File: config.mk
export PLATFORM = sky130hd
export DESIGN_NAME = accel_capability_registers
export DESIGN_NICKNAME = d
export VERILOG_FILES = /design/src/accel_cap_pkg.sv /design/src/cap_image_if.sv /design/src/cap_word_select.sv /design/src/accel_capability_registers.sv
export VERILOG_INCLUDE_DIRS = /design/src
export SDC_FILE = /design/constraint.sdc
export NUM_CORES = 1
export LEC_CHECK = 0
export BUFFER_PORTS_ARGS = -buffer_cell sky130_fd_sc_hd__buf_2
export CORE_ASPECT_RATIO = 0.6
export CORE_MARGIN = 4
export CORE_UTILIZATION = 50
export CTS_BUF_LIST = sky130_fd_sc_hd__clkbuf_8
export CTS_CLUSTER_SIZE = 14
export DETAILED_ROUTE_END_ITERATION = 6
export PLACE_DENSITY_LB_ADDON = 0.08
export SETUP_SLACK_MARGIN = 0.02
export SLEW_MARGIN = 20
export SYNTH_ARGS = -nofsm -noshare
export SYNTH_HDL_FRONTEND = slang
export SYNTH_HIERARCHICAL = 1
export SYNTH_SLANG_ARGS = --single-unit
File: constraint.sdc
create_clock -name i_clk -period 1 [get_ports i_clk]
set_clock_uncertainty 0.2 [all_clocks]
set_input_delay 0.05 -clock i_clk [delete_from_list [all_inputs] [get_ports i_clk]]
set_output_delay 0.05 -clock i_clk [all_outputs]
set_load 0.01 [all_outputs]
File: src/accel_cap_params.svh
/*
 * Offsets, field positions and fixed values of the capability register bank.
 * Assumes byte addresses within the device's memory window, 8-byte words.
 */
`ifndef ACCEL_CAP_PARAMS_SVH
`define ACCEL_CAP_PARAMS_SVH

`define CAP_ADDR_W 12
`define GROUP_CAP_OFFSET 12'h030
`define ENGINE_CAP_OFFSET 12'h038
`define OP_CAP_OFFSET 12'h040
`define OP_CAP_LAST_OFFSET 12'h058
`define OP_CAP_WORDS 4
`define OP_CAP_BITS 256
`define WORD_BITS 64

`define GRP_BW_LIMIT_BIT 19
`define GRP_DIP_LIMIT_BIT 18
`define GRP_GLOBAL_RB_BIT 17
`define GRP_RB_CTRL_BIT 16
`define GRP_TOTAL_RB_MSB 15
`define GRP_TOTAL_RB_LSB 8
`define GRP_COUNT_MSB 7
`define GRP_COUNT_LSB 0
`define GRP_USED_BITS 20

`define ENG_MAX_BATCH_MSB 23
`define ENG_MAX_BATCH_LSB 16
`define ENG_MAX_WORK_MSB 15
`define ENG_MAX_WORK_LSB 8
`define ENG_COUNT_MSB 7
`define ENG_COUNT_LSB 0
`define ENG_USED_BITS 24

`define CAP_WORD_ZERO 64'h0000_0000_0000_0000
`define CAP_BYTE_ZERO 8'h00

`endif

File: src/accel_cap_pkg.sv
/*
 * Types shared by the capability register bank.
 * Assumes accel_cap_params.svh is on the include path.
 */
`include "accel_cap_params.svh"

package accel_cap_pkg;
    typedef logic [`WORD_BITS-1:0] cap_word_type;
    typedef logic [`CAP_ADDR_W-1:0] cap_addr_type;
    typedef logic [`OP_CAP_BITS-1:0] op_mask_type;
    typedef enum logic {RESP_IDLE, RESP_VALID} resp_state_type;
endpackage

File: src/cap_image_if.sv
/*
 * Carries the assembled capability image from the bank to its word selector.
 * Assumes one producer and one consumer inside the same clock domain.
 */
`timescale 1ns/100ps

interface cap_image_if;
    import accel_cap_pkg::*;
    cap_word_type group_word;
    cap_word_type engine_word;
    op_mask_type op_mask;

    modport producer(output group_word, output engine_word, output op_mask);
    modport consumer(input group_word, input engine_word, input op_mask);
endinterface

File: src/cap_word_select.sv
/*
 * Combinational address decode and word select over the capability image.
 * Assumes 8-byte aligned accesses; anything else misses and reads zero.
 */
`timescale 1ns/100ps
`include "accel_cap_params.svh"

module cap_word_select (
    input wire accel_cap_pkg::cap_addr_type i_addr,
    cap_image_if.consumer image,
    output logic [`WORD_BITS-1:0] o_word,
    output logic o_hit
);
    import accel_cap_pkg::*;

    always_comb begin
        o_word = `CAP_WORD_ZERO;
        o_hit = 1'b0;
        if (i_addr[2:0] == 3'h0) begin
            if (i_addr == `GROUP_CAP_OFFSET) begin
                o_word = image.group_word;
                o_hit = 1'b1;
            end else if (i_addr == `ENGINE_CAP_OFFSET) begin
                o_word = image.engine_word;
                o_hit = 1'b1;
            end else if (i_addr >= `OP_CAP_OFFSET && i_addr <= `OP_CAP_LAST_OFFSET) begin
                // qword k of the 256-bit mask, low word at the lowest address
                o_word = image.op_mask[i_addr[4:3]*`WORD_BITS +: `WORD_BITS];
                o_hit = 1'b1;
            end
        end
    end
endmodule // cap_word_select

File: src/accel_capability_registers.sv
/*
 * Read-only capability register bank: group, engine and operation capabilities.
 * Assumes a simple memory-mapped request port, one 64-bit word per request,
 * synchronous to i_clk; the answer comes one cycle after the request.
 */
//
// Overview of operation
// group bit 19 reports bandwidth limit support for per-engine group limits.
// group bit 18 reports descriptors-in-progress limit support per engine.
// group bit 17 reports global read-buffer limit support.
// group bit 16 reports read-buffer controls; without it total count undefined.
// group bits 15:8 total read buffers, bits 7:0 group count.
// engine bits 23:16 give maximum batch descriptors in progress per engine.
// engine bits 15:8 maximum work descriptors, bits 7:0 engine count.
// both descriptor maxima undefined while group bit 18 reads zero.
// operation mask is 256 bits, bit n for operation code n.
// mask bit one means supported; undefined codes always read zero.
// group at 0x30, engine at 0x38, operations 32 bytes at 0x40, read-only.
// writes have no effect; values stay constant after reset.
`timescale 1ns/100ps
`include "accel_cap_params.svh"

module accel_capability_registers #(
    parameter logic BW_LIMIT_SUPPORT = 1'b1,
    parameter logic DIP_LIMIT_SUPPORT = 1'b1,
    parameter logic GLOBAL_RB_SUPPORT = 1'b1,
    parameter logic RB_CTRL_SUPPORT = 1'b1,
    parameter logic [7:0] TOTAL_READ_BUFFERS = 8'h20,
    parameter logic [7:0] NUM_GROUPS = 8'h04,
    parameter logic [7:0] MAX_BATCH_IN_PROGRESS = 8'h04,
    parameter logic [7:0] MAX_WORK_IN_PROGRESS = 8'h10,
    parameter logic [7:0] NUM_ENGINES = 8'h04,
    parameter logic [`OP_CAP_BITS-1:0] OPS_SUPPORTED = {{(`OP_CAP_BITS-4){1'b0}}, 4'hf},
    parameter logic [`OP_CAP_BITS-1:0] OPS_DEFINED = {{(`OP_CAP_BITS-4){1'b0}}, 4'hf}
) (
    input wire logic i_clk,
    input wire logic i_arst_n,
    input wire logic i_mmio_req,
    input wire logic i_mmio_write,
    input wire accel_cap_pkg::cap_addr_type i_mmio_addr,
    input wire accel_cap_pkg::cap_word_type i_mmio_wdata,
    output logic o_mmio_ack,
    output logic o_mmio_hit,
    output accel_cap_pkg::cap_word_type o_mmio_rdata
);
    import accel_cap_pkg::*;

    ////////////////////////////////////////////////////////////////////////////////
    // elaboration checks

    // refused while building, so a bank with no groups or engines never exists
    if (NUM_GROUPS == `CAP_BYTE_ZERO || NUM_ENGINES == `CAP_BYTE_ZERO) begin : g_bad_counts
        $error("group and engine counts must be nonzero");
    end
    if (DIP_LIMIT_SUPPORT && (MAX_WORK_IN_PROGRESS == `CAP_BYTE_ZERO)) begin : g_bad_work
        $error("work descriptors in progress must be nonzero");
    end

    ////////////////////////////////////////////////////////////////////////////////
    // capability image, fixed by parameters

    cap_image_if image ();

    always_comb begin
        image.group_word = `CAP_WORD_ZERO;
        image.group_word[`GRP_BW_LIMIT_BIT] = BW_LIMIT_SUPPORT;
        image.group_word[`GRP_DIP_LIMIT_BIT] = DIP_LIMIT_SUPPORT;
        image.group_word[`GRP_GLOBAL_RB_BIT] = GLOBAL_RB_SUPPORT;
        image.group_word[`GRP_RB_CTRL_BIT] = RB_CTRL_SUPPORT;
        // undefined count shown as zero so software cannot mistake it for a value
        image.group_word[`GRP_TOTAL_RB_MSB:`GRP_TOTAL_RB_LSB] =
            RB_CTRL_SUPPORT ? TOTAL_READ_BUFFERS : `CAP_BYTE_ZERO;
        image.group_word[`GRP_COUNT_MSB:`GRP_COUNT_LSB] = NUM_GROUPS;

        image.engine_word = `CAP_WORD_ZERO;
        if (DIP_LIMIT_SUPPORT) begin
            image.engine_word[`ENG_MAX_BATCH_MSB:`ENG_MAX_BATCH_LSB] =
                MAX_BATCH_IN_PROGRESS;
            image.engine_word[`ENG_MAX_WORK_MSB:`ENG_MAX_WORK_LSB] =
                MAX_WORK_IN_PROGRESS;
        end
        image.engine_word[`ENG_COUNT_MSB:`ENG_COUNT_LSB] = NUM_ENGINES;

        image.op_mask = OPS_SUPPORTED & OPS_DEFINED;
    end

    ////////////////////////////////////////////////////////////////////////////////
    // request decode and registered answer

    logic [`WORD_BITS-1:0] sel_word;
    logic sel_hit;

    cap_word_select u_select (
        .i_addr(i_mmio_addr),
        .image(image),
        .o_word(sel_word),
        .o_hit(sel_hit)
    );

    resp_state_type state_reg, state_next;
    cap_word_type rdata_reg, rdata_next;
    logic hit_reg, hit_next;

    always_comb begin
        state_next = i_mmio_req ? RESP_VALID : RESP_IDLE;
        hit_next = i_mmio_req && sel_hit;
        rdata_next = `CAP_WORD_ZERO;
        // writes are acknowledged and dropped; write data never reaches state
        if (i_mmio_req && !i_mmio_write) begin
            rdata_next = sel_word;
        end
    end

    always_ff @(posedge i_clk or negedge i_arst_n) begin
        if (!i_arst_n) begin
            state_reg <= RESP_IDLE;
            rdata_reg <= `CAP_WORD_ZERO;
            hit_reg <= 1'b0;
        end else begin
            state_reg <= state_next;
            rdata_reg <= rdata_next;
            hit_reg <= hit_next;
        end
    end

    assign o_mmio_ack = (state_reg == RESP_VALID);
    assign o_mmio_hit = hit_reg;
    assign o_mmio_rdata = rdata_reg;

    ////////////////////////////////////////////////////////////////////////////////
    // assertions

    logic unused_wdata;
    assign unused_wdata = ^i_mmio_wdata;
endmodule // accel_capability_registers

After elaboration in Yosys (flattened, before gate mapping)
Index checks and enable logic that the tools add are counted.
- bits in registers: 66
- input port bits: 80
- output and inout bits: 66
- $lt $le $gt $ge: 2
- equality and inequality tests: 2
- shifts and indexed selects: 1
- muxes and demuxes: 10
- reduce and logical (&&, ||, !) cells: 5
- operators by type and width (kind ; number):
    $mux W64 ; 5
    $shiftx A256 B9 Y64 const A ; 1
    $eq A12 B6 Y1 const B ; 2
    $ge A12 B7 Y1 const B ; 1
    $le A12 B7 Y1 const B ; 1
    $mux W1 ; 5
    $logic_and A1 B1 Y1 ; 3
    $logic_not A3 Y1 ; 1
    $logic_not A1 Y1 ; 1

Longest topological paths before layout
Gate-level depths: netlist (run 1).
- depth after elaboration: 7
- depth in mapped cells: 8
- gate-level depth less buffers: 5

By module
The synthesis (run 1) kept the hierarchy.
- modules (own cells, without submodules) (module ; instances ; cells an instance ; area an instance (sq um)):
    cap_word_select ; 1 ; 378 ; 3462.1
    accel_capability_registers ; 1 ; 146 ; 2344.7

Least setup slack after synthesis (run 1)
Ideal clock, no wire load.
- path kind: input to register
- start: input i_mmio_addr[3]
- end: register rdata_reg[23] (netlist: o_mmio_rdata[23])
- setup time: 0.121 ns
- data arrival time: 1.371 ns
- data required time: 0.679 ns
- setup slack: -0.692 ns
- stages on the path: 8
- path through: buf_6 > buf_8 > buf_6 > nand4b_1 > buf_2 > buf_2 > o221a_2 > and3b_2
- word-level cells in the longest chain between the ends: 7
- elaborated cells between the ends (all ways): 11
- classes of those cells: order compare: 2; eq/ne: 2; shift: 1; mux: 5; reduce/logical: 1
- RTL lines (item ; line ; source):
    from (decl) ; accel_capability_registers.sv:40 ; input wire accel_cap_pkg::cap_addr_type i_mmio_addr,
    parallel branches: the longest is 4 deep, another holds $shiftx A256 B9 Y64 ; - ;
    $mux W64 * ; cap_word_select.sv:20 ; if (i_addr == `GROUP_CAP_OFFSET) begin
    $mux W64 * ; cap_word_select.sv:19 ; if (i_addr[2:0] == 3'h0) begin
    via sel_word[23] ; accel_capability_registers.sv:90 ; logic [`WORD_BITS-1:0] sel_word;
    $mux W64 * ; accel_capability_registers.sv:109 ; if (i_mmio_req && !i_mmio_write) begin
    via rdata_next[23] ; accel_capability_registers.sv:101 ; cap_word_type rdata_reg, rdata_next;
    to (signal assigned) ; accel_capability_registers.sv:117 ; rdata_reg <= `CAP_WORD_ZERO;
    to (signal assigned) ; accel_capability_registers.sv:121 ; rdata_reg <= rdata_next;
    to (decl) ; accel_capability_registers.sv:101 ;
Mark *: on every way through the listed nets, which the timed path passes.

Final worst setup path (run 1)
- start: input i_mmio_addr[9]
- end: register rdata_reg[26] (netlist: o_mmio_rdata[26])
- word-level cells in the longest chain between the ends: 7
- elaborated cells between the ends (all ways): 10
- classes of those cells: order compare: 2; eq/ne: 2; mux: 5; reduce/logical: 1
- RTL lines (item ; line ; source):
    $ge A12 B7 Y1 (no source line) or $le A12 B7 Y1 (tied branches) ; - ;
    $logic_and A1 B1 Y1 (no source line) ; - ;
    $mux W64 ; cap_word_select.sv:26 ; end else if (i_addr >= `OP_CAP_OFFSET && i_addr <= `OP_CAP_LAST_OFFSET) begin
    $mux W64 ; cap_word_select.sv:23 ; end else if (i_addr == `ENGINE_CAP_OFFSET) begin
    $mux W64 * ; cap_word_select.sv:20 ;
    $mux W64 * ; cap_word_select.sv:19 ;
    via sel_word[26] ; accel_capability_registers.sv:90 ;
    $mux W64 * ; accel_capability_registers.sv:109 ;
    via rdata_next[26] ; accel_capability_registers.sv:101 ;
The timed path passes the listed nets; every way through them passes the cells marked *.

==> impl.org, run 1 <==
** Setup path
- The critical path contains buffers and inverters numbering 3 combined.
- In this run the worst path has a maximum fanout of 16.
- STA classifies the critical path startpoint as an input port.
- For the worst setup path, the data arrival time is 1540 ps.
- The critical path goes through buf_6 -> nor3_4 -> nand4b_1 -> buf_6 -> clkbuf_16 -> o221a_1 -> and3b_2.
- In this design, the critical path's most frequently occurring cell is sky130_fd_sc_hd__buf_6.
- Launching element of the worst setup path :: i_mmio_addr[9]
- In this design, the stage delay of the slowest critical-path cell is 280 ps.
- Class of the most critical setup path :: input port to flop
- Broken down by cell family, the worst path's largest delay share belongs to simple AND/OR/NAND/NOR gates.
- Crit path max-delay cell type :: sky130_fd_sc_hd__o221a_1
- STA classifies the critical path endpoint as a flop.
- For the worst setup path, the data required time is 1030 ps.

** Run status
- The final reports fail on hold timing, setup timing.
- The run finished, with violations left.

** Detailed routing
- For this run, design rule violations remaining after detail routing come to 0.
- The detailed router finished its first iteration with 221 violations.
- Final routed wire length divided by cell count :: 13.8 um
- The count of nets left with antenna violations once routing finished came out at 0.
- Final wirelength :: 15.7 mm
- Total iterations of the first detailed-routing run :: 4
- In the routed layout, each cell is associated on average with a via count of 4.58.
- Total via count after detailed routing :: 5236

** Synth
- Syn avg cell area :: 11.1 sq um
- The Yosys step of the flow raised 6 warnings.
- In this run the biggest area consumer among cell types represents 28.4% of the synthesized area.
- Main flop type after synthesis :: sky130_fd_sc_hd__dfrtp_1
- Number of flops mapped to enable cells by yosys :: 0
- Count of state elements after synthesis :: 66
- The synthesized netlist contains 24 unique library cells.
- Part of the Yosys area used for sequential elements :: 28.4%
- Commonest cells in the synthesized netlist :: sky130_fd_sc_hd__dfrtp_1, sky130_fd_sc_hd__nor2b_1, sky130_fd_sc_hd__a21oi_1, sky130_fd_sc_hd__inv_1, sky130_fd_sc_hd__mux4_2
- Leading post-synthesis cells by cell area :: sky130_fd_sc_hd__dfrtp_1, sky130_fd_sc_hd__mux4_2, sky130_fd_sc_hd__o221a_1
- Netlist area before placement :: 5810 sq um
- Most frequent cell after synthesis :: sky130_fd_sc_hd__dfrtp_1
- Yosys top cell by area :: sky130_fd_sc_hd__dfrtp_1
- In the synthesized netlist, the number of instances is 524.
- FFs w/ async S/R, synth :: 100%

** Pwr
- Part of the power in registers :: 44.9%
- Dividing total power by cell area gives a power density of 677 nW/um^2.
- Combinational cells account for 23.6% of the total power.
- The internal portion of the total power is 0.00428 W.
- Overall power consumption after layout is estimated at 0.00595 W.
- Sw power :: 0.00167 W
- Largest voltage drop on the vdd net :: 0.536 mV
- In this run switching power makes up 28.0% of total power.
- Clock network fraction of total power :: 31.5%
- Summed over all cells, the static leakage comes to 4.36 nW.

** GRT
- The via count of the first global-routing pass was 5369.
- Overall routing resource usage :: 22.9%
- The initial antenna violation count came to 0.
- Summed over all layers, the global routing overflow is 0.
- Global-route wire length before repair :: 24.9 mm
- Entering global routing, the biggest net connects 67 pins.

** STA
- Final Hold Viols :: 1
- Hold timing on the final database bottoms out at a slack of -13.5 ps.
- In the final timing run, aggregate negative setup slack is -33360 ps.
- Period utilisation layout :: 151%
- Setup repair after global routing could not meet its margin everywhere.
- Once routing completed, OpenROAD measured the worst setup slack at -507 ps.
- Final max-slew violation count :: 0
- Setup violations, final :: 131
- Based on the critical path, the design can be clocked at up to 664 MHz.
- Subtracting the final worst setup slack from the clock period gives 1510 ps.

** Cells and area
- Fraction of final layout cells with drive strength greater than 1 :: 32.4%
- Ant. Diodes :: 0
- After filler insertion, the fill cell instance count of the layout stands at 812.
- Post-synthesis to final-layout area growth :: 51.2%
- Net count, final :: 1061

** Clocking
- Number of buffers inserted by hold repair at cts :: 2
- Clock root cell :: sky130_fd_sc_hd__clkbuf_8
- Total CTS buffers :: 9
- The tree built by TritonCTS fans out to 66 sinks.
- After clock tree synthesis, the clock-pin slew on the worst setup and hold paths is 70 ps.
- TritonCTS built the clock tree.
- CTS built an H-tree with a depth of 3.
- The clock passes through at most 2 buffers.

** Placement
- DP Wirelength :: 9.92 mm
- Input and output buffers added on the ports amount to 81.
- RD Place Congestion :: 0.769

** Die
- The die is 147 um wide.
- The floorplan step defined a die boundary enclosing 13500 sq um.
- Initial Utilization :: 51.2%
- Num ports :: 146
- FP Rows :: 30
- In this run the standard cell core region covers 11300 sq um.
- The die is 91.5 um tall.

** Min path
- Endpoint, Worst Hold :: o_mmio_hit
- The tightest min-delay check is of the input port to flop type.
- The worst hold path was traced through 4 stages.
- Launch point of the worst hold path :: i_mmio_addr[11]

** Job
- # Max-Cap Violations :: 0
[metrics by stage]
stage	setup slack, ps	instances	instance area [sq um]	utilization [%]
2_1_floorplan	-612	906	7610	-
3_3_place_gp	-693	1115	8090	71.4
3_5_place_dp	-729	1115	8090	71.4
4_1_cts	-299	1140	8510	75.1
5_1_grt	-532	1144	8780	77.5
6_report	-507	1144	8780	77.5
[power by group through the flow]
stage | registers [W] | clock network, W | logic, W
floorplan | 0.00272 | 0 | 0.00104
global placement | 0.00272 | 0 | 0.00121
detailed placement | 0.00272 | 0 | 0.00123
CTS | 0.00267 | 0.00191 | 0.00127
global route | 0.00267 | 0.00203 | 0.00157
finish | 0.00267 | 0.00187 | 0.00140
[placed cells by master, fill, tap and decap left out, drive strengths merged]
master and instances:
bufbuf 1, a21oi 64, mux4 64, nand4b 1
clkbuf 14, and3b 65, nor2 1, nand4 2
o311ai 1, dfrtp 66, o2111a 1, inv 65
nor3 2, clkinvlp 1, and2 1, conb 384
buf 118, clkinv 2, dlygate4sd3 2, nor2b 65
o221a 64
[worst max path at each step]
stage / cells past startpoint / end / slack, ps
detailed placement: 7 / o_mmio_rdata[52] / -730
global placement: 7 / o_mmio_rdata[2] / -690
finish: 7 / o_mmio_rdata[26] / -510
global route: 7 / o_mmio_rdata[26] / -530
floorplan: 6 / o_mmio_rdata[3] / -610
CTS: 6 / o_mmio_rdata[52] / -300
[flip-flops by register name, summed over array words and instances (netlist names)]
name / cells
o_mmio_rdata: 64
o_mmio_ack: 1
o_mmio_hit: 1
[tightest hold or removal path: stages]
cell and delay, ps:
sky130_fd_sc_hd__buf_2 80, sky130_fd_sc_hd__nor2_2 60, sky130_fd_sc_hd__o2111a_1 150, sky130_fd_sc_hd__and2_1 140
[logic make-up after synthesis]
family                 Yosys count  share of synthesized area (%)
other                            2                          0.129
AO/OA/AOI/OAI                  130                           18.3
buffers and inverters          125                           9.72
AND/OR/NAND/NOR                137                           18.6
flip-flops                      66                           28.4
multiplexers                    64                           24.8
[layout make-up]
class / count / area [sq um] / area share [%]
multi-input cells: 715 / 5420 / 61.7
flip-flops and latches: 66 / 1650 / 18.8
repair buffers: 125 / 1110 / 12.7
inverters: 64 / 240 / 2.74
well taps: 160 / 200 / 2.28
clock buffers: 10 / 138 / 1.57
clock inverters: 4 / 21.3 / 0.242
[metal layers]
| layer | routed length, um | up-vias | track usage [%] |
|---|---|---|---|
| li1 | - | 2516 | - |
| met1 | 6660 | 2595 | 27.1 |
| met2 | 8270 | 102 | 43.1 |
| met3 | 537 | 23 | 3.84 |
| met4 | 279 | 0 | 5.97 |
| met5 | 0 | - | 0 |
[what timing repair did]
| action | in CTS | in global routing |
|---|---|---|
| pin swaps | 3 | 24 |
| gates resized for setup | 18 | 45 |
| endpoints found under the hold margin | 68 | 1 |
| buffers inserted | 5 | 1 |
| gates cloned | 4 | 4 |
| setup endpoints to repair | 131 | 131 |
Note: power is estimated with default switching activity, not from simulation.
==> inputs of run 2 (changes only) <==
==> constraint.sdc (replaced) <==
create_clock -name i_clk -period 1 [get_ports i_clk]
set_clock_uncertainty 0.2 [all_clocks]
set_input_delay 0.15 -clock i_clk [delete_from_list [all_inputs] [get_ports i_clk]]
set_output_delay 0.15 -clock i_clk [all_outputs]
set_load 0.01 [all_outputs]
==> impl.org, run 2 (synthesis results as in run 1) <==
** Run status
- Status :: finished with violations
- Violations in the final reports :: hold timing, setup timing

** Detailed routing
- The number of detailed-routing iterations run before antenna repair is 4 (unchanged).
- The routed wirelength normalized by instance count was 13.3 um (-3.2%).
- The iteration-0 DRC count of the detailed router is 375 (+70%).
- The final routed DRC violation total came to 0 (unchanged).
- Post-DRT Antenna Nets :: 0 (unchanged)
- The final wirelength came to 15.4 mm (-2.5%).
- The via-per-instance ratio came to 4.54 (-0.88%).
- The vias after detailed routing was 5231 (-0.095%).

** GRT
- Overflow left after global routing :: 0 (unchanged)
- Number of antenna violations at the first check in global routing :: 0 (unchanged)
- Largest net degree at the start of global routing :: 67 (unchanged)
- The total global routing track utilization came to 23.1% (+0.22 points).
- Global-route wire length before repair :: 24.8 mm (-0.58%)
- Vias in the first global route :: 5228 (-2.6%)

** Setup path
- Worst stage delay on the critical path :: 250 ps (-30 ps)
- The critical path arrival came to 1500 ps (-40 ps).
- The worst setup path is captured at a flop.
- The cell count along the critical path was 8 (+1).
- Startpoint type of the worst setup path :: input port
- Data required time of the critical path :: 1030 ps (about the same)
- The number of buffers and inverters on the critical path is 3 (unchanged).
- The critical path goes through buf_6 -> and3b_2 -> nand4_1 -> buf_6 -> clkbuf_16 -> a21oi_1 -> o221a_1 -> and3b_2.
- The worst setup path is of the input port to flop kind.
- Crit path max-delay family :: simple AND/OR/NAND/NOR gates
- On the critical path, the stage with the largest delay is an instance of sky130_fd_sc_hd__o221a_1.
- Critical path fanouts, max :: 12 (-4)

** Cells and area
- Post-synthesis to final-layout area growth :: 53.6%
- The area of combinational cells with multiple inputs was 5310 sq um (-2.0%).
- Flip-flop count of the largest register, all copies and words added :: 64 (unchanged)
- FF+latch area :: 1650 sq um (unchanged)
- Design area :: 8920 sq um (+1.6%)
- Most frequent standard cell in the layout excluding fill and tap cells :: sky130_fd_sc_hd__conb_1
- Ant. Diodes :: 0 (unchanged)
- Share of the core filled with cells :: 78.7% (+1.2 points)
- Commonest cells after routing, fill and taps aside :: sky130_fd_sc_hd__conb_1, sky130_fd_sc_hd__dfrtp_1, sky130_fd_sc_hd__inv_1
- The number of fillers in the final layout came to 762 (-6.2%).
- The fraction of layout instances using a drive strength above 1 is 30.9% (-1.5 points).
- Post-layout instance count excluding filler cells :: 1153 (+0.79%)
- Net count, final :: 1068 (+0.66%)

** Placement
- Area of placed instances :: 8160 sq um (+0.80%)
- The placer congestion estimate came to 0.729 (-5.3%).
- The total of buffers placed on input and output ports came to 81 (unchanged).
- Worst Setup Slack post-DPL :: -798 ps (-68.6 ps)
- Placed cell count :: 1117 (+0.18%)
- The post-DP HPWL came to 9.70 mm (-2.2%).

** Min path
- Type of the worst min-delay path :: input port to asynchronous set/reset pin

** Die
- The area enclosed by the die boundary is 13500 sq um (unchanged).
- The number of core rows was 30 (unchanged).
- Num ports :: 146 (unchanged)
- Die outline width :: 147 um (unchanged)
- Core Footprint :: 11300 sq um (unchanged)
- Height of the die :: 91.5 um (unchanged)
- The effective utilization at floorplan was 51.2% (unchanged).

** Pwr
- Switching part of the total power :: 24.7% (-3.3 points)
- Combinational share of power :: 20.0% (-3.6 points)
- The internal power was 0.00515 W (+20%).
- Final Total Pwr :: 0.00683 W (+15%)
- Largest voltage drop on the vdd net :: 0.658 mV (+23%)
- The power spent charging and discharging nets came to 0.00169 W (+1.2%).
- The leakage power came to 4.48 nW (+2.8%).
- The part of the power in registers is 39.1% (-5.8 points).
- The part of the total power dissipated in the clock network came to 40.9% (+9.4 points).
- Ratio of total power to cell area :: 766 nW/um^2 (+13%)

** Clocking
- TritonCTS built the clock tree.
- The clock slew at the register clock pins of the worst setup and hold paths was 70 ps (about the same).
- The number of buffers created by CTS came to 9 (unchanged).
- Clock root cell :: sky130_fd_sc_hd__clkbuf_8
- The quantity of hold-fixing buffers added after cts is 1 (-1).
- Maximum count of clock buffers along a single path :: 2 (unchanged)
- The H-tree depth was 3 (unchanged).
- Clock sink total :: 66 (unchanged)

** STA
- The worst hold margin was -34.3 ps (-20.8 ps).
- The max-slew violation total from the final report was 0 (unchanged).
- Timing-limited maximum frequency :: 680 MHz (+2.4%)
- Final Hold Viols :: 4 (+3)
- Worst-case setup margin in the final layout :: -471 ps (+36.0 ps)
- Setup violations, final :: 131 (unchanged)
- The time the worst path needs with I/O delays and setup is 1470 ps (-36.0 ps).
- Setup repair after global routing could not meet its margin everywhere.
- Period utilisation layout :: 147% (-3.6 points)

** Job
- The count of maximum capacitance violations was 0 (unchanged).
-- run 2: cell types whose count changed in the layout (fill, tap and decap cells not counted), sizes merged --
cell / before / now
bufinv: 0 / 3
buf: 118 / 127
dlygate4sd3: 2 / 1
clkinv: 2 / 0
-- run 2: path summary, 6_finish.rpt --
kind | slack [ps] | from | endpoint
max | -470 | i_mmio_addr[5] | o_mmio_rdata[57]
min | -30 | i_arst_n | o_mmio_rdata[44]
min in group i_clk | -30 | i_mmio_req | o_mmio_ack
max in group asynchronous | 210 | i_arst_n | o_mmio_rdata[16]
-- run 2: layer usage --
metal	share of wire [%]	GRT usage, %	wire length [um]	vias up
met5	0	0	0	-
met1	42	28.3	6420	2554
met2	52	41.7	7940	114
li1	-	-	-	2536
met4	1.6	6.51	248	0
met3	4.8	4.54	744	27
-- run 2: layout make-up --
cell class	instances	share of cell area, %
clock buffer	11	1.70
tap	160	2.24
clock inverter	5	1.14
inverter	64	2.69
multi-input combinational	715	59.5
timing repair buffer	132	14.2
sequential	66	18.5
-- run 2: what timing repair did --
item | CTS | global route
gates resized for setup | 20 | 22
hold endpoints to repair | 67 | 4
setup buffers | 5 | 5
cloned | 6 | 4
pin swaps | 14 | 26
setup endpoints to repair | 131 | 131
-- run 2: power by group through the flow --
stage | sequential [W] | clock [W] | combinational (W)
finish | 0.00267 | 0.00279 | 0.00137
global route | 0.00267 | 0.00294 | 0.00154
CTS | 0.00267 | 0.00283 | 0.00127
detailed placement | 0.00272 | 0 | 0.00123
global placement | 0.00272 | 0 | 0.00122
floorplan | 0.00272 | 0 | 0.00104
-- run 2: stage by stage --
step / setup TNS, ps / hold WS, ps
4_1_cts: -37660 / -45.1
3_3_place_gp: -45830 / -208
3_5_place_dp: -48310 / -208
2_1_floorplan: -41120 / -346
6_report: -39390 / -34.3
5_1_grt: -43400 / -34.5
==> inputs of run 3 (changes only) <==
--- a/config.mk
+++ b/config.mk
@@ -13,7 +13,7 @@
 export CTS_BUF_LIST = sky130_fd_sc_hd__clkbuf_8
 export CTS_CLUSTER_SIZE = 14
 export DETAILED_ROUTE_END_ITERATION = 6
-export PLACE_DENSITY_LB_ADDON = 0.08
+export PLACE_DENSITY = 0.73
 export SETUP_SLACK_MARGIN = 0.02
 export SLEW_MARGIN = 20
 export SYNTH_ARGS = -nofsm -noshare
==> impl.org, run 3 (synthesis results as in run 1) <==
** Clocking
- Clock-pin slew on the worst setup and hold paths :: 60 ps (about the same)
- CTS placed an instance of sky130_fd_sc_hd__clkbuf_8 at the clock tree root.
- Clock sink total :: 66 (unchanged)
- Total CTS buffers :: 9 (unchanged)
- Deepest level of the CTS H-tree :: 3 (unchanged)
- The quantity of hold-fixing buffers added after cts came to 1 (unchanged).
- TritonCTS built the clock tree.
- Maximum count of clock buffers along a single path :: 2 (unchanged)

** STA
- For the pin with the worst max-slew slack, the measured transition is 621 ps.
- Timing-limited maximum frequency :: 664 MHz (-2.3%)
- Tmin final :: 1510 ps (+35.1 ps)
- Worst-case setup margin in the final layout :: -506 ps (-35.1 ps)
- Worst slew margin relative to its limit :: 58.6%
- Final max-slew violation count :: 0 (unchanged)
- The worst hold margin came to -16.4 ps (+18.0 ps).
- The fraction of the cycle the final worst path needs came to 151% (+3.5 points).
- Setup violations, final :: 130 (-0.76%)
- Setup repair after global routing missed its margin :: yes
- The hold violation total from the final report was 1 (-3).

** Setup path
- The worst setup path is of the input port to flop kind.
- The maximum fanout count along the critical path was 34 (+22).
- Data arrival at the endpoint of the critical path :: 1590 ps (+90 ps)
- The data required time at the worst endpoint was 1080 ps (+50 ps).
- Worst setup EP type :: flop
- STA classifies the critical path startpoint as an input port.

** Detailed routing
- The final wirelength came to 14.8 mm (-3.7%).
- The via-per-instance ratio came to 4.54 (about the same).
- Total iterations of the first detailed-routing run :: 4 (unchanged)
- The final routed DRC violation total is 0 (unchanged).
- The vias after detailed routing was 5157 (-1.4%).
- The routed wirelength normalized by instance count came to 13.0 um (-2.3%).
- Post-DRT Antenna Nets :: 0 (unchanged)
- DRC marker count from the first detailed-route iteration :: 299 (-20%)

** GRT
- Vias in the first global route :: 5185 (-0.82%)
- The initial antenna violation count was 0 (unchanged).
- The pin count of the biggest net entering global routing is 67 (unchanged).
- The total global routing track utilization came to 23.1% (+0.041 points).
- The sum of overflow across all layers after global routing is 0 (unchanged).
- The wire length of the first global-routing pass was 24.8 mm (unchanged).

** Cells and area
- Number of fill cells in the layout :: 874 (+15%)
- Post-synthesis to final-layout area growth :: 47.9%
- Commonest cells after routing, fill and taps aside :: sky130_fd_sc_hd__conb_1, sky130_fd_sc_hd__buf_2, sky130_fd_sc_hd__inv_1, sky130_fd_sc_hd__dfrtp_1, sky130_fd_sc_hd__mux4_2
- The fraction of layout instances using a drive strength above 1 was 31.2% (+0.30 points).
- Share of the core filled with cells :: 75.8% (-2.9 points)
- The number of flip-flops in the largest register came to 64 (unchanged).
- Most frequent standard cell in the layout excluding fill and tap cells :: sky130_fd_sc_hd__conb_1
- Ant. Diodes :: 0 (unchanged)
- Net count, final :: 1053 (-1.4%)

** Job
- # Max-Cap Violations :: 0 (unchanged)

** Die
- Num ports :: 146 (unchanged)
- The core box area is 11300 sq um (unchanged).
- The area enclosed by the die boundary was 13500 sq um (unchanged).
- The die extent in y came to 91.5 um (unchanged).
- The effective utilization at floorplan was 51.2% (unchanged).
- The number of core rows is 30 (unchanged).
- Die outline width :: 147 um (unchanged)

** Placement
- The placer congestion estimate was 0.771 (+5.8%).
- DP Wirelength :: 9.47 mm (-2.4%)
- Port bufs :: 81 (unchanged)
- Worst Setup Slack post-DPL :: -869 ps (-71.2 ps)

** Min path
- Type of the worst min-delay path :: input port to flop

** Pwr
- The part of the total power dissipated in the clock network was 31.3% (-9.6 points).
- The maximum vdd ir drop came to 0.515 mV (-22%).
- Leak :: 4.30 nW (-4.0%)
- The power per unit of standard cell area was 679 nW/um^2 (-11%).
- The part of the power in registers was 45.8% (+6.7 points).
- Sw power :: 0.00166 W (-1.6%)
- Final Total Pwr :: 0.00583 W (-15%)
- The internal power came to 0.00417 W (-19%).
- The switching power share of the total is 28.5% (+3.8 points).
- Combinational share of power :: 22.9% (+2.9 points)

** Run status
- Violations in the final reports :: hold timing, setup timing
- Status :: finished with violations
-- run 3: changes by cell type in the layout (fill, tap and decap cells not counted), sizes merged --
cell      change
bufbuf        -1
clkinv        +4
inv           +1
clkinvlp      -1
buf          -11
bufinv        -3
clkbuf        -5
-- run 3: what timing repair did --
action                                 in CTS  in global routing
buffers inserted                            6                  1
pin swaps                                   8                  8
setup endpoints to repair                 130                130
cloned                                      6                  0
endpoints found under the hold margin      67                  1
resized for setup                          34                  9
-- run 3: layout make-up --
class                      count  area [sq um]  share of cell area, %
sequential                    66          1650                   19.2
tap                          160           200                   2.33
timing repair buffer         117           978                   11.4
clock buffer                   9           124                   1.44
inverter                      64           240                   2.80
multi-input combinational    715          5370                   62.5
clock inverter                 6          27.5                  0.321
-- run 3: path summary, 6_finish.rpt --
check | slack (ps) | start | cells past startpoint | end
worst min-delay path | -20 | i_mmio_req | 2 | o_mmio_ack
worst max-delay path | -510 | i_mmio_addr[7] | 9 | o_mmio_rdata[13]
min in group asynchronous | 130 | i_arst_n | 3 | o_mmio_rdata[11]
max in group asynchronous | 160 | i_arst_n | 3 | o_mmio_rdata[30]
-- run 3: critical path, stage by stage --
cell and delay (ps):
sky130_fd_sc_hd__buf_6 100, sky130_fd_sc_hd__nor3_4 200, sky130_fd_sc_hd__buf_4 150, sky130_fd_sc_hd__nand4_1 120
sky130_fd_sc_hd__buf_6 170, sky130_fd_sc_hd__buf_12 180, sky130_fd_sc_hd__a21oi_2 130, sky130_fd_sc_hd__o221a_2 190
sky130_fd_sc_hd__and3b_1 170
-- run 3: metrics by stage --
| step | hold WS, ps | cell area [sq um] | instances | TNS [ps] |
|---|---|---|---|---|
| 2_1_floorplan | -346 | 7620 | 906 | -41120 |
| 3_3_place_gp | -13.9 | 8040 | 1108 | -49680 |
| 3_5_place_dp | -6.85 | 8040 | 1108 | -52850 |
| 4_1_cts | -28.0 | 8530 | 1136 | -38260 |
| 5_1_grt | -13.1 | 8590 | 1137 | -47760 |
| 6_report | -16.4 | 8590 | 1137 | -42670 |
-- run 3: power groups by stage --
stage,combinational (W),sequential [W],clock [W]
after floorplan,0.00104,0.00272,0
after global placement,0.00119,0.00272,0
after detailed placement,0.00121,0.00272,0
after CTS,0.00125,0.00267,0.00188
after global routing,0.00150,0.00267,0.00198
final,0.00133,0.00267,0.00182
-- run 3: layer usage --
metal,up-vias,GRT usage [%],part of all wire (%)
met4,0,8.22,2.4
met3,36,3.79,5.1
li1,2503,-,-
met1,2500,29.0,42
met5,-,0,0
met2,118,40.7,51
